--- src/include/adr_defines.svh ---
// Constants of the sample-rate, interrupt and command register bank.
// Assumes a 40 MHz board clock and a host that makes byte or word accesses.
`ifndef ADR_DEFINES_SVH
`define ADR_DEFINES_SVH

`define ADR_OFF_RATE 8'h06
`define ADR_OFF_LEVEL 8'h08
`define ADR_OFF_VECTOR 8'h0a
`define ADR_OFF_SRST 8'h0c
`define ADR_OFF_TRIG 8'h0e

`define ADR_RATE_RESET 15'h0000
`define ADR_LEVEL_RESET 3'h0
`define ADR_VECTOR_RESET 8'h00
`define ADR_UPPER_ONES 8'hff
`define ADR_LEVEL_PAD 5'h00
`define ADR_UNMAPPED_READ 16'h0000
`define ADR_RATE_FLOOR 15'h007a
`define ADR_RATE_OFFSET 16'h0003
`define ADR_TRIG_SOFT 2'h0

`define ADR_CLK_KHZ 40000
`define ADR_REF_KHZ 12500

`endif

--- src/include/adr_pkg.sv ---
// Types shared by the rate, interrupt and command register bank.
// Assumes adr_defines.svh is included by the files that need constants.
package adr_pkg;
  typedef logic [14:0] adr_rate_t;
  typedef logic [2:0] adr_level_t;
  typedef logic [7:0] adr_byte_t;
  typedef enum logic [2:0] {
    ADR_SEL_NONE,
    ADR_SEL_RATE,
    ADR_SEL_LEVEL,
    ADR_SEL_VECTOR,
    ADR_SEL_SRST,
    ADR_SEL_TRIG
  } adr_sel_t;
endpackage : adr_pkg

--- src/design/adr_rate_gen.sv ---
// Sample tick generator driven by the rate field.
// Assumes the 40 MHz board clock; clr restarts the phase on a software reset.
`timescale 1ns/1ps
`include "adr_defines.svh"
module adr_rate_gen
  import adr_pkg::*;
(
  // Clock and reset
  input wire logic clk,
  input wire logic rstn,
  input wire logic clr,
  // Rate field
  input wire adr_rate_t rate,
  // Tick out
  output logic tick_r
);
  // Fractional accumulator: the period is (n+3)*3.2 clocks, not whole, so the
  // phase error is carried instead of rounding, keeping the mean rate exact.
  localparam logic [31:0] STEP = 32'(`ADR_REF_KHZ);
  localparam logic [31:0] SCALE = 32'(`ADR_CLK_KHZ);

  logic [31:0] acc_r;
  logic [31:0] acc_nxt;
  logic [15:0] divisor;
  logic [31:0] limit;

  always_comb begin
    // Below the floor the rate is fixed; floor+3 gives exactly 100 kHz
    if (rate <= `ADR_RATE_FLOOR) begin
      divisor = {1'b0, `ADR_RATE_FLOOR} + `ADR_RATE_OFFSET;
    end else begin
      divisor = {1'b0, rate} + `ADR_RATE_OFFSET;
    end
    limit = 32'(SCALE * 32'(divisor));
    acc_nxt = acc_r + STEP;
  end

  always_ff @(posedge clk or negedge rstn) begin
    if (!rstn) begin
      acc_r <= 32'h0000_0000;
      tick_r <= 1'b0;
    end else if (clr) begin
      acc_r <= 32'h0000_0000;
      tick_r <= 1'b0;
    end else if (acc_nxt >= limit) begin
      // A rate cut can leave the phase past two periods; drop it to keep ticks spaced
      acc_r <= (acc_nxt - limit >= limit) ? 32'h0000_0000 : acc_nxt - limit;
      tick_r <= 1'b1;
    end else begin
      acc_r <= acc_nxt;
      tick_r <= 1'b0;
    end
  end
endmodule : adr_rate_gen

--- src/design/adr_regs.sv ---
// Sample rate, interrupt level, interrupt vector and command register bank.
// Assumes host strobes come from logic on the same 40 MHz clock, one cycle each.
`timescale 1ns/1ps
`include "adr_defines.svh"
module adr_regs
  import adr_pkg::*;
(
  // Clock and reset
  input wire logic clk,
  input wire logic rstn,
  // Host register access
  input wire logic host_sel,
  input wire logic host_we,
  input wire logic [7:0] host_addr,
  input wire logic [1:0] host_be,
  input wire logic [15:0] host_wdata,
  output logic [15:0] host_rdata_r,
  output logic host_ack_r,
  // Interrupt acknowledge
  input wire logic iack_sel,
  input wire logic [2:0] iack_lvl,
  // Board side
  input wire logic irq_pending,
  input wire logic [1:0] trig_mode,
  output logic [7:1] irq_o_r,
  output logic [7:1] irq_oe_r,
  output logic soft_rst_r,
  output logic calib_start_r,
  output logic scan_start_r,
  output logic sample_tick_r,
  output adr_rate_t rate_field_r
);
  adr_rate_t sample_rate_r;
  adr_level_t irq_level_field_r;
  adr_byte_t vector_byte_field_r;
  adr_sel_t sel;
  logic wr;
  logic rd;
  logic srst_hit;
  logic [15:0] rd_val;
  logic iack_hit;

  always_comb begin
    unique case (host_addr)
      `ADR_OFF_RATE: sel = ADR_SEL_RATE;
      `ADR_OFF_LEVEL: sel = ADR_SEL_LEVEL;
      `ADR_OFF_VECTOR: sel = ADR_SEL_VECTOR;
      `ADR_OFF_SRST: sel = ADR_SEL_SRST;
      `ADR_OFF_TRIG: sel = ADR_SEL_TRIG;
      default: sel = ADR_SEL_NONE;
    endcase
  end

  assign wr = host_sel && host_we && (host_be != 2'h0);
  assign rd = host_sel && !host_we;
  // Any data, any lane: the write itself is the command
  assign srst_hit = wr && (sel == ADR_SEL_SRST);
  assign iack_hit = iack_sel && (irq_level_field_r != `ADR_LEVEL_RESET)
    && (iack_lvl == irq_level_field_r) && irq_pending;

  // Rate register: cleared by a software reset, unlike the level and vector registers
  always_ff @(posedge clk or negedge rstn) begin
    if (!rstn) begin
      sample_rate_r <= `ADR_RATE_RESET;
    end else if (srst_hit) begin
      sample_rate_r <= `ADR_RATE_RESET;
    end else if (wr && sel == ADR_SEL_RATE) begin
      if (host_be[1]) begin
        sample_rate_r[14:8] <= host_wdata[14:8];
      end
      if (host_be[0]) begin
        sample_rate_r[7:0] <= host_wdata[7:0];
      end
    end
  end

  // Level and vector survive the software reset; only the pin reset clears them
  always_ff @(posedge clk or negedge rstn) begin
    if (!rstn) begin
      irq_level_field_r <= `ADR_LEVEL_RESET;
    end else if (wr && sel == ADR_SEL_LEVEL && host_be[0]) begin
      irq_level_field_r <= host_wdata[2:0];
    end
  end

  always_ff @(posedge clk or negedge rstn) begin
    if (!rstn) begin
      vector_byte_field_r <= `ADR_VECTOR_RESET;
    end else if (wr && sel == ADR_SEL_VECTOR && host_be[0]) begin
      vector_byte_field_r <= host_wdata[7:0];
    end
  end

  always_comb begin
    unique case (sel)
      ADR_SEL_RATE: rd_val = {1'b0, sample_rate_r};
      ADR_SEL_LEVEL: rd_val = {`ADR_UPPER_ONES, `ADR_LEVEL_PAD, irq_level_field_r};
      ADR_SEL_VECTOR: rd_val = {`ADR_UPPER_ONES, vector_byte_field_r};
      default: rd_val = `ADR_UNMAPPED_READ;
    endcase
  end

  // One-cycle answer; acknowledge takes priority over a register read
  always_ff @(posedge clk or negedge rstn) begin
    if (!rstn) begin
      host_rdata_r <= 16'h0000;
      host_ack_r <= 1'b0;
    end else if (iack_hit) begin
      host_rdata_r <= {`ADR_UPPER_ONES, vector_byte_field_r};
      host_ack_r <= 1'b1;
    end else begin
      host_rdata_r <= rd ? rd_val : 16'h0000;
      host_ack_r <= host_sel;
    end
  end

  // Request line follows the level field; level zero drives nothing
  always_ff @(posedge clk or negedge rstn) begin
    if (!rstn) begin
      irq_oe_r <= 7'h00;
      irq_o_r <= 7'h00;
    end else begin
      for (int n = 1; n <= 7; n++) begin
        irq_oe_r[n] <= irq_pending && (irq_level_field_r == 3'(n));
      end
      irq_o_r <= 7'h00;
    end
  end

  always_ff @(posedge clk or negedge rstn) begin
    if (!rstn) begin
      soft_rst_r <= 1'b0;
      calib_start_r <= 1'b0;
    end else begin
      soft_rst_r <= srst_hit;
      calib_start_r <= srst_hit;
    end
  end

  // Other trigger modes ignore the location; the write is dropped silently
  always_ff @(posedge clk or negedge rstn) begin
    if (!rstn) begin
      scan_start_r <= 1'b0;
    end else begin
      scan_start_r <= wr && (sel == ADR_SEL_TRIG) && (trig_mode == `ADR_TRIG_SOFT);
    end
  end

  always_ff @(posedge clk or negedge rstn) begin
    if (!rstn) begin
      rate_field_r <= `ADR_RATE_RESET;
    end else begin
      rate_field_r <= sample_rate_r;
    end
  end

  adr_rate_gen u_rate_gen (
    .clk(clk),
    .rstn(rstn),
    .clr(srst_hit),
    .rate(sample_rate_r),
    .tick_r(sample_tick_r)
  );
endmodule : adr_regs

--- config.mk ---
export PLATFORM = sky130hd
export DESIGN_NAME = adr_regs
export DESIGN_NICKNAME = d
export VERILOG_FILES = /design/src/include/adr_pkg.sv /design/src/design/adr_rate_gen.sv /design/src/design/adr_regs.sv
export VERILOG_INCLUDE_DIRS = /design/src /design/src/include
export SDC_FILE = /design/constraint.sdc
export NUM_CORES = 1
export LEC_CHECK = 0
export ABC_AREA = 1
export BUFFER_PORTS_ARGS = -buffer_cell sky130_fd_sc_hd__buf_2
export CELL_PAD_IN_SITES_DETAIL_PLACEMENT = 1
export CELL_PAD_IN_SITES_GLOBAL_PLACEMENT = 1
export CORE_MARGIN = 2
export CORE_UTILIZATION = 46
export DETAILED_ROUTE_END_ITERATION = 8
export MAX_ROUTING_LAYER = met4
export PLACE_DENSITY_LB_ADDON = 0.1
export RECOVER_POWER = 100
export SYNTH_ARGS = -nofsm -noshare
export SYNTH_HDL_FRONTEND = slang
export SYNTH_SLANG_ARGS = --single-unit
--- constraint.sdc ---
create_clock -name clk -period 9.3 [get_ports clk]
set_input_delay 0.93 -clock clk [delete_from_list [all_inputs] [get_ports clk]]
set_output_delay 0.93 -clock clk [all_outputs]
set_load 0.05 [all_outputs]
==> metrics, run 1 <==
status=finished with violations; failing checks=capacitance limit, slew limit; Post-synth EDFFs=0; final setup vio count=0; Diodes inserted=0; Avg WL per Cell=16.3 µm; layout cells sized above 1=0.0793; fin crit period=8.58 ns; Row Count=52; Post-Synth Adder-Cell Area=0.236; mux contribution to synthesized area=0; Starting Density=0.471; Root Driver=clkbuf_16; XOR/XNOR Fraction of Synth Area=0.0538; CP arrival=about 9 ns; Yosys top cell area share=0.255; Synth Register Bits=a little under 100; final hold vios=0; Hold Crit Class=reg -> reg; cells taking the most area after synthesis=dfrtp_1, ha_1, nand2_1; die footprint=approximately 0.022 mm²; CTS tree=built; Max Cap Viol=2; fin nets=roughly 1,500; worst skew pair latency=0.37 ns; final wirelength=~26,000 µm; TritonCTS buffer count=9; pin count of the biggest net entering global routing=51; fraction of registers with async set/reset=1.00; IO Port Bufs=78; Vias=about 8,500; Die H=148 µm; Worst Setup End Kind=flop; Slew Limit Fails=around 100; Setup CP Type=reg -> reg; Register Area=0.00245 mm²; crit path from=sample_rate_r[0]; Worst Path Required=9.54 ns; CP max stage delay=about 0.51 ns; vias in the first global route=roughly 8,900; hold path startpoint=sample_rate_r[9]; fmax=around 120 MHz; Slew headroom=-0.896; Via-to-Cell Ratio=~5.2; Synth-to-Final Area Change=9.32%; Tightest Pin Transition=~2.8 ns; top-count cell post-synth=nand2_1; main combinational cell family by area after synthesis=adder cells; die width=~150 µm; crit path launch type=flop; gr ovfl total=0; Post-Syn Area per Cell=about 7.6 µm²; core region area=between 0.02 and 0.025 mm²; most used cell, CP=inv_1; Sink Count=just under 100; Post-synth top flop=dfrtp_1; Compound-Gate Fraction of Synth Area=0.113; register area share after synthesis=0.255; simple-gate share of the synthesized area=0.232; setup TNS=0 ns; clk buf depth=2; # hold bufs at CTS=0; first-pass GRT wire length=approximately 43,000 µm; cell taking the most area after synthesis=dfrtp_1; yosys warns=0; R2R Path Start=sample_rate_r[0]; # DRC=0; post-synthesis cell area=~0.0096 mm²; initial drt markers=about 330; I/O pin count=87; cells after synthesis=between 1,000 and 1,500; area taken by multi-input logic gates=0.00614 mm²; RSZ-0062 raised after global routing=false; period utilization=0.922; Tot GR Track Use=0.255; initial antenna violation count=0; Crit Path Max Fanout=16; Post-Route Skew=just over 0.009 ns; H-tree depth=3; synth cell count leaders=nand2_1, inv_1, ha_1, nor2_1, dfrtp_1; RD Place Congestion=0.852; Filler cells=2,694; slowest cell on the critical path=fa_1; First-pass DRT Iterations=4; clock-pin slew on the worst setup and hold paths=0.08 ns; Post-DRT Antenna Nets=0; library cells used by synthesis=50; Detail Placement HPWL=21,700 µm
-- path summary, 6_finish.rpt --
| path | end | slack, ns | cells past startpoint |
|---|---|---|---|
| max | u_rate_gen.acc_r[23] | 0.72 | 45 |
| max in group asynchronous | u_rate_gen.acc_r[29] | 4.23 | 2 |
| max reg2reg | u_rate_gen.acc_r[23] | 0.72 | 45 |
| min in group asynchronous | host_rdata_r[1] | 1.36 | 1 |
| min reg2reg | rate_field_r[9] | 0.39 | 0 |
| min | rate_field_r[9] | 0.39 | 0 |
-- state kept, by name, summed over array words and instances, names as in the netlist --
| signal | flops |
|---|---|
| u_rate_gen.acc_r | 30 |
| host_rdata_r | 16 |
| rate_field_r | 15 |
| sample_rate_r | 15 |
| vector_byte_field_r | 8 |
| irq_oe_r | 7 |
| irq_level_field_r | 3 |
| calib_start_r | 1 |
| host_ack_r | 1 |
| scan_start_r | 1 |
| u_rate_gen.tick_r | 1 |
-- layout by cell type (no fill, tap or decap), types with 5 or more instances in the layout --
cell type,netlist,layout
nor3_1,21,20
nor2_1,100,106
o21ai_1,12,6
a21oi_1,59,58
nand3_1,48,48
nand4_1,19,19
clkbuf_1,5,48
nand2_1,250,250
conb_1,1,7
inv_1,231,230
clkbuf_16,0,9
buf_2,0,32
fa_1,35,35
a31oi_1,9,7
o22ai_1,11,11
buf_4,8,5
inv_2,7,8
nand2_2,13,13
dfrtp_1,98,98
xnor2_1,16,16
o21ai_0,75,80
xor2_1,43,43
ha_1,125,125
nor4_1,10,8
-- layout make-up --
type / instances / area share
Tap cell: 270 / 0.0322
Sequential cell: 98 / 0.234
Multi-Input combinational cell: 913 / 0.585
Inverter: 238 / 0.0851
Clock buffer: 10 / 0.0228
Clock inverter: 6 / 0.00548
Timing Repair Buffer: 85 / 0.0360
-- kinds of logic after synthesis --
group | count (synthesis)
flip-flops | 98
adder cells (fa/ha/maj) | 160
other | 1
AND/OR/NAND/NOR | 492
AO/OA/AOI/OAI | 194
buffers and inverters | 258
XOR/XNOR | 59
-- per-stage QoR --
step | utilization | std cells | cell area (µm²) | hold slack, ns | setup slack [ns]
after detailed placement | 0.503 | 1602 | 10200 | 0.367 | 0.530
after CTS | 0.517 | 1618 | 10500 | 0.383 | 0.419
after global placement | 0.503 | 1602 | 10200 | 0.359 | 0.717
after global routing | 0.515 | 1620 | 10500 | 0.396 | 0.0320
final | 0.515 | 1620 | 10500 | 0.385 | 0.724
after floorplan | - | 1268 | 9620 | 0.354 | 1.87
-- timing repair --
| item | 4_1_cts | 5_1_grt |
|---|---|---|
| setup endpoints to repair | 0 | 31 |
| setup buffers | 0 | 1 |
| gates resized for setup | 0 | 13 |
-- routing by layer --
layer  global-route usage  vias to the layer above  part of all wire
li1                     -                     4224                 -
met1                0.333                     4119              0.48
met2                0.428                       95              0.48
met3               0.0248                       27             0.021
met4               0.0629                        0             0.016
met5                    -                        -                 0
-- critical path, delay by kind of cell (launching register included) --
family	cells	cell delay, ns
adders and majority gates	8	3.06
and+or+nand+nor	24	2.99
AOI/OAI and AO/OA	3	0.83
buffers and inverters	8	0.72
xor gates and xnor gates	2	0.44
DFF	1	0.39
Power of run 1 is left out: the tool's default activity adds up to more than one toggle a clock period on the data nets, which glitch-free logic cannot reach.
==> run 2: changes to the inputs <==
--- a/config.mk
+++ b/config.mk
@@ -12,6 +12,7 @@
 export CELL_PAD_IN_SITES_GLOBAL_PLACEMENT = 1
 export CORE_MARGIN = 2
 export CORE_UTILIZATION = 46
+export CTS_BUF_LIST = sky130_fd_sc_hd__clkbuf_4
 export DETAILED_ROUTE_END_ITERATION = 8
 export MAX_ROUTING_LAYER = met4
 export PLACE_DENSITY_LB_ADDON = 0.1
==> constraint.sdc (replaced) <==
create_clock -name clk -period 9.3 [get_ports clk]
set_input_delay 0.465 -clock clk [delete_from_list [all_inputs] [get_ports clk]]
set_output_delay 0.465 -clock clk [all_outputs]
set_load 0.05 [all_outputs]
==> metrics, run 2 (same netlist as run 1, synthesis figures left out) <==
most used cell, CP=nand2_1; final wirelength=26,400 µm (about the same); failing checks=capacitance limit, slew limit; met3 Use GR=0.0282 (+0.00337); status=finished with violations; IO Port Bufs=78 (unchanged); fin crit period=8.69 ns (+0.112 ns); Avg WL per Cell=16.3 µm (-0.15%); crit path launch type=flop; Hold Crit Class=in -> reg; commonest non-fill, non-tap cells in the layout=nand2_1, inv_1, ha_1; vias in the first global route=8,926 (+0.52%); RD Place Congestion=0.857 (+0.66%); max FFs per register=30 (unchanged); Sink Count=98 (unchanged); fin nets=1,542 (unchanged); initial antenna violation count=2 (+2); Post-Route Skew=0.0185 ns (+0.00919 ns); slowest cell on the critical path=fa_1; Worst Path Required=9.71 ns (+0.17 ns); worst skew pair latency=0.52 ns (+0.15 ns); final setup vio count=0 (unchanged); clk buf depth=2 (unchanged); Slew headroom=-0.866 (+0.0299); Crit Path Max Fanout=15 (-1); Setup CP Type=reg -> reg; first-pass GRT wire length=44,000 µm (+1.3%); initial drt markers=373 (+14%); Post-DRT Antenna Nets=0 (unchanged); clock-pin slew on the worst setup and hold paths=0.19 ns (+0.11 ns); M2 GR Usage=0.444 (+0.0162); # DRC=0 (unchanged); die width=148 µm (unchanged); GRT busiest layer=met2; Starting Density=0.471 (unchanged); Synth-to-Final Area Change=8.37%; Max Cap Viol=2 (unchanged); layout cells sized above 1=0.0881 (+0.00889); core region area=0.0204 mm² (unchanged); Tightest Pin Transition=2.80 ns (-0.0449 ns); CP arrival=9.10 ns (+0.28 ns); I/O pin count=87 (unchanged); Filler cells=2,683 (-0.41%); Row Count=52 (unchanged); H-tree depth=3 (unchanged); First-pass DRT Iterations=5 (+1); Vias=8,502 (+0.44%); commonest non-fill, non-tap cell in the layout=nand2_1; Detail Placement HPWL=21,700 µm (about the same); fmax=115 MHz (-1.3%); Regs by FF count=u_rate_gen.acc_r (30), host_rdata_r (16); Tot GR Track Use=0.258 (+0.00355); final hold vios=0 (unchanged); WHS=0.149 ns (-0.236 ns); Slew Limit Fails=101 (unchanged); Die H=148 µm (unchanged); Cells after DPL=1,602 (unchanged); fin cells=1,621 (+0.062%); Worst Setup End Kind=flop; CP max stage delay=0.53 ns (+0.02 ns); TritonCTS buffer count=9 (unchanged); Top reg by flops=u_rate_gen.acc_r; gr ovfl total=0 (unchanged); CTS tree=built; met1 Use GR=0.335 (+0.00215); die footprint=0.0220 mm² (unchanged); period utilization=0.934 (+0.0121); Via-to-Cell Ratio=5.24 (+0.38%); Root Driver=clkbuf_4; pin count of the biggest net entering global routing=51 (unchanged)
run 2: cell type report:
cell class | count | area [µm²] | share of cell area
Inverter | 238 | 893 | 0.0859
Clock inverter | 7 | 93.8 | 0.00902
Tap cell | 270 | 338 | 0.0325
Antenna cell | 1 | 2.50 | 0.000241
Multi-Input combinational cell | 912 | 6170 | 0.593
Clock buffer | 9 | 67.6 | 0.00650
Timing Repair Buffer | 86 | 388 | 0.0373
Sequential cell | 98 | 2450 | 0.236
run 2: worst paths after layout:
kind	cells after the start	startpoint	slack, ns	endpoint
hold / removal	3	host_sel	0.15	host_ack_r
min in group asynchronous	2	rstn	1.28	host_rdata_r[2]
hold reg to reg	0	sample_rate_r[9]	0.41	rate_field_r[9]
setup / recovery	44	sample_rate_r[0]	0.61	u_rate_gen.acc_r[23]
max in group asynchronous	3	rstn	4.35	u_rate_gen.acc_r[31]
setup reg to reg	44	sample_rate_r[0]	0.61	u_rate_gen.acc_r[23]
run 2: stage by stage:
step,setup slack [ns],instance area (µm²),util,TNS [ns]
floorplan,1.87,9620,-,0
global placement,0.691,10200,0.503,0
detailed placement,0.443,10200,0.503,0
CTS,0.337,10400,0.511,0
global route,-0.00817,10400,0.511,-0.0166
finish,0.612,10400,0.511,0
run 2: metal layers:
metal,up-vias,part of all wire
met5,-,0
met2,115,0.49
met1,4146,0.48
met4,0,0.0093
li1,4223,-
met3,18,0.026
run 2: what timing repair did:
item	in CTS	in global routing
hold buffers	1	0
gates resized for setup	0	19
setup buffers	0	1
setup endpoints to repair	0	31
hold endpoints to repair	48	0
run 2: critical path, delay by kind of cell (launching register included):
kind | cells | cell delay [ns]
AO/OA/AOI/OAI | 7 | 1.24
XOR/XNOR | 2 | 0.44
adder cells (fa/ha/maj) | 9 | 3.35
buffers and inverters | 7 | 0.65
flip-flops | 1 | 0.42
AND/OR/NAND/NOR | 19 | 2.45
Power of run 2 is left out for the same reason.
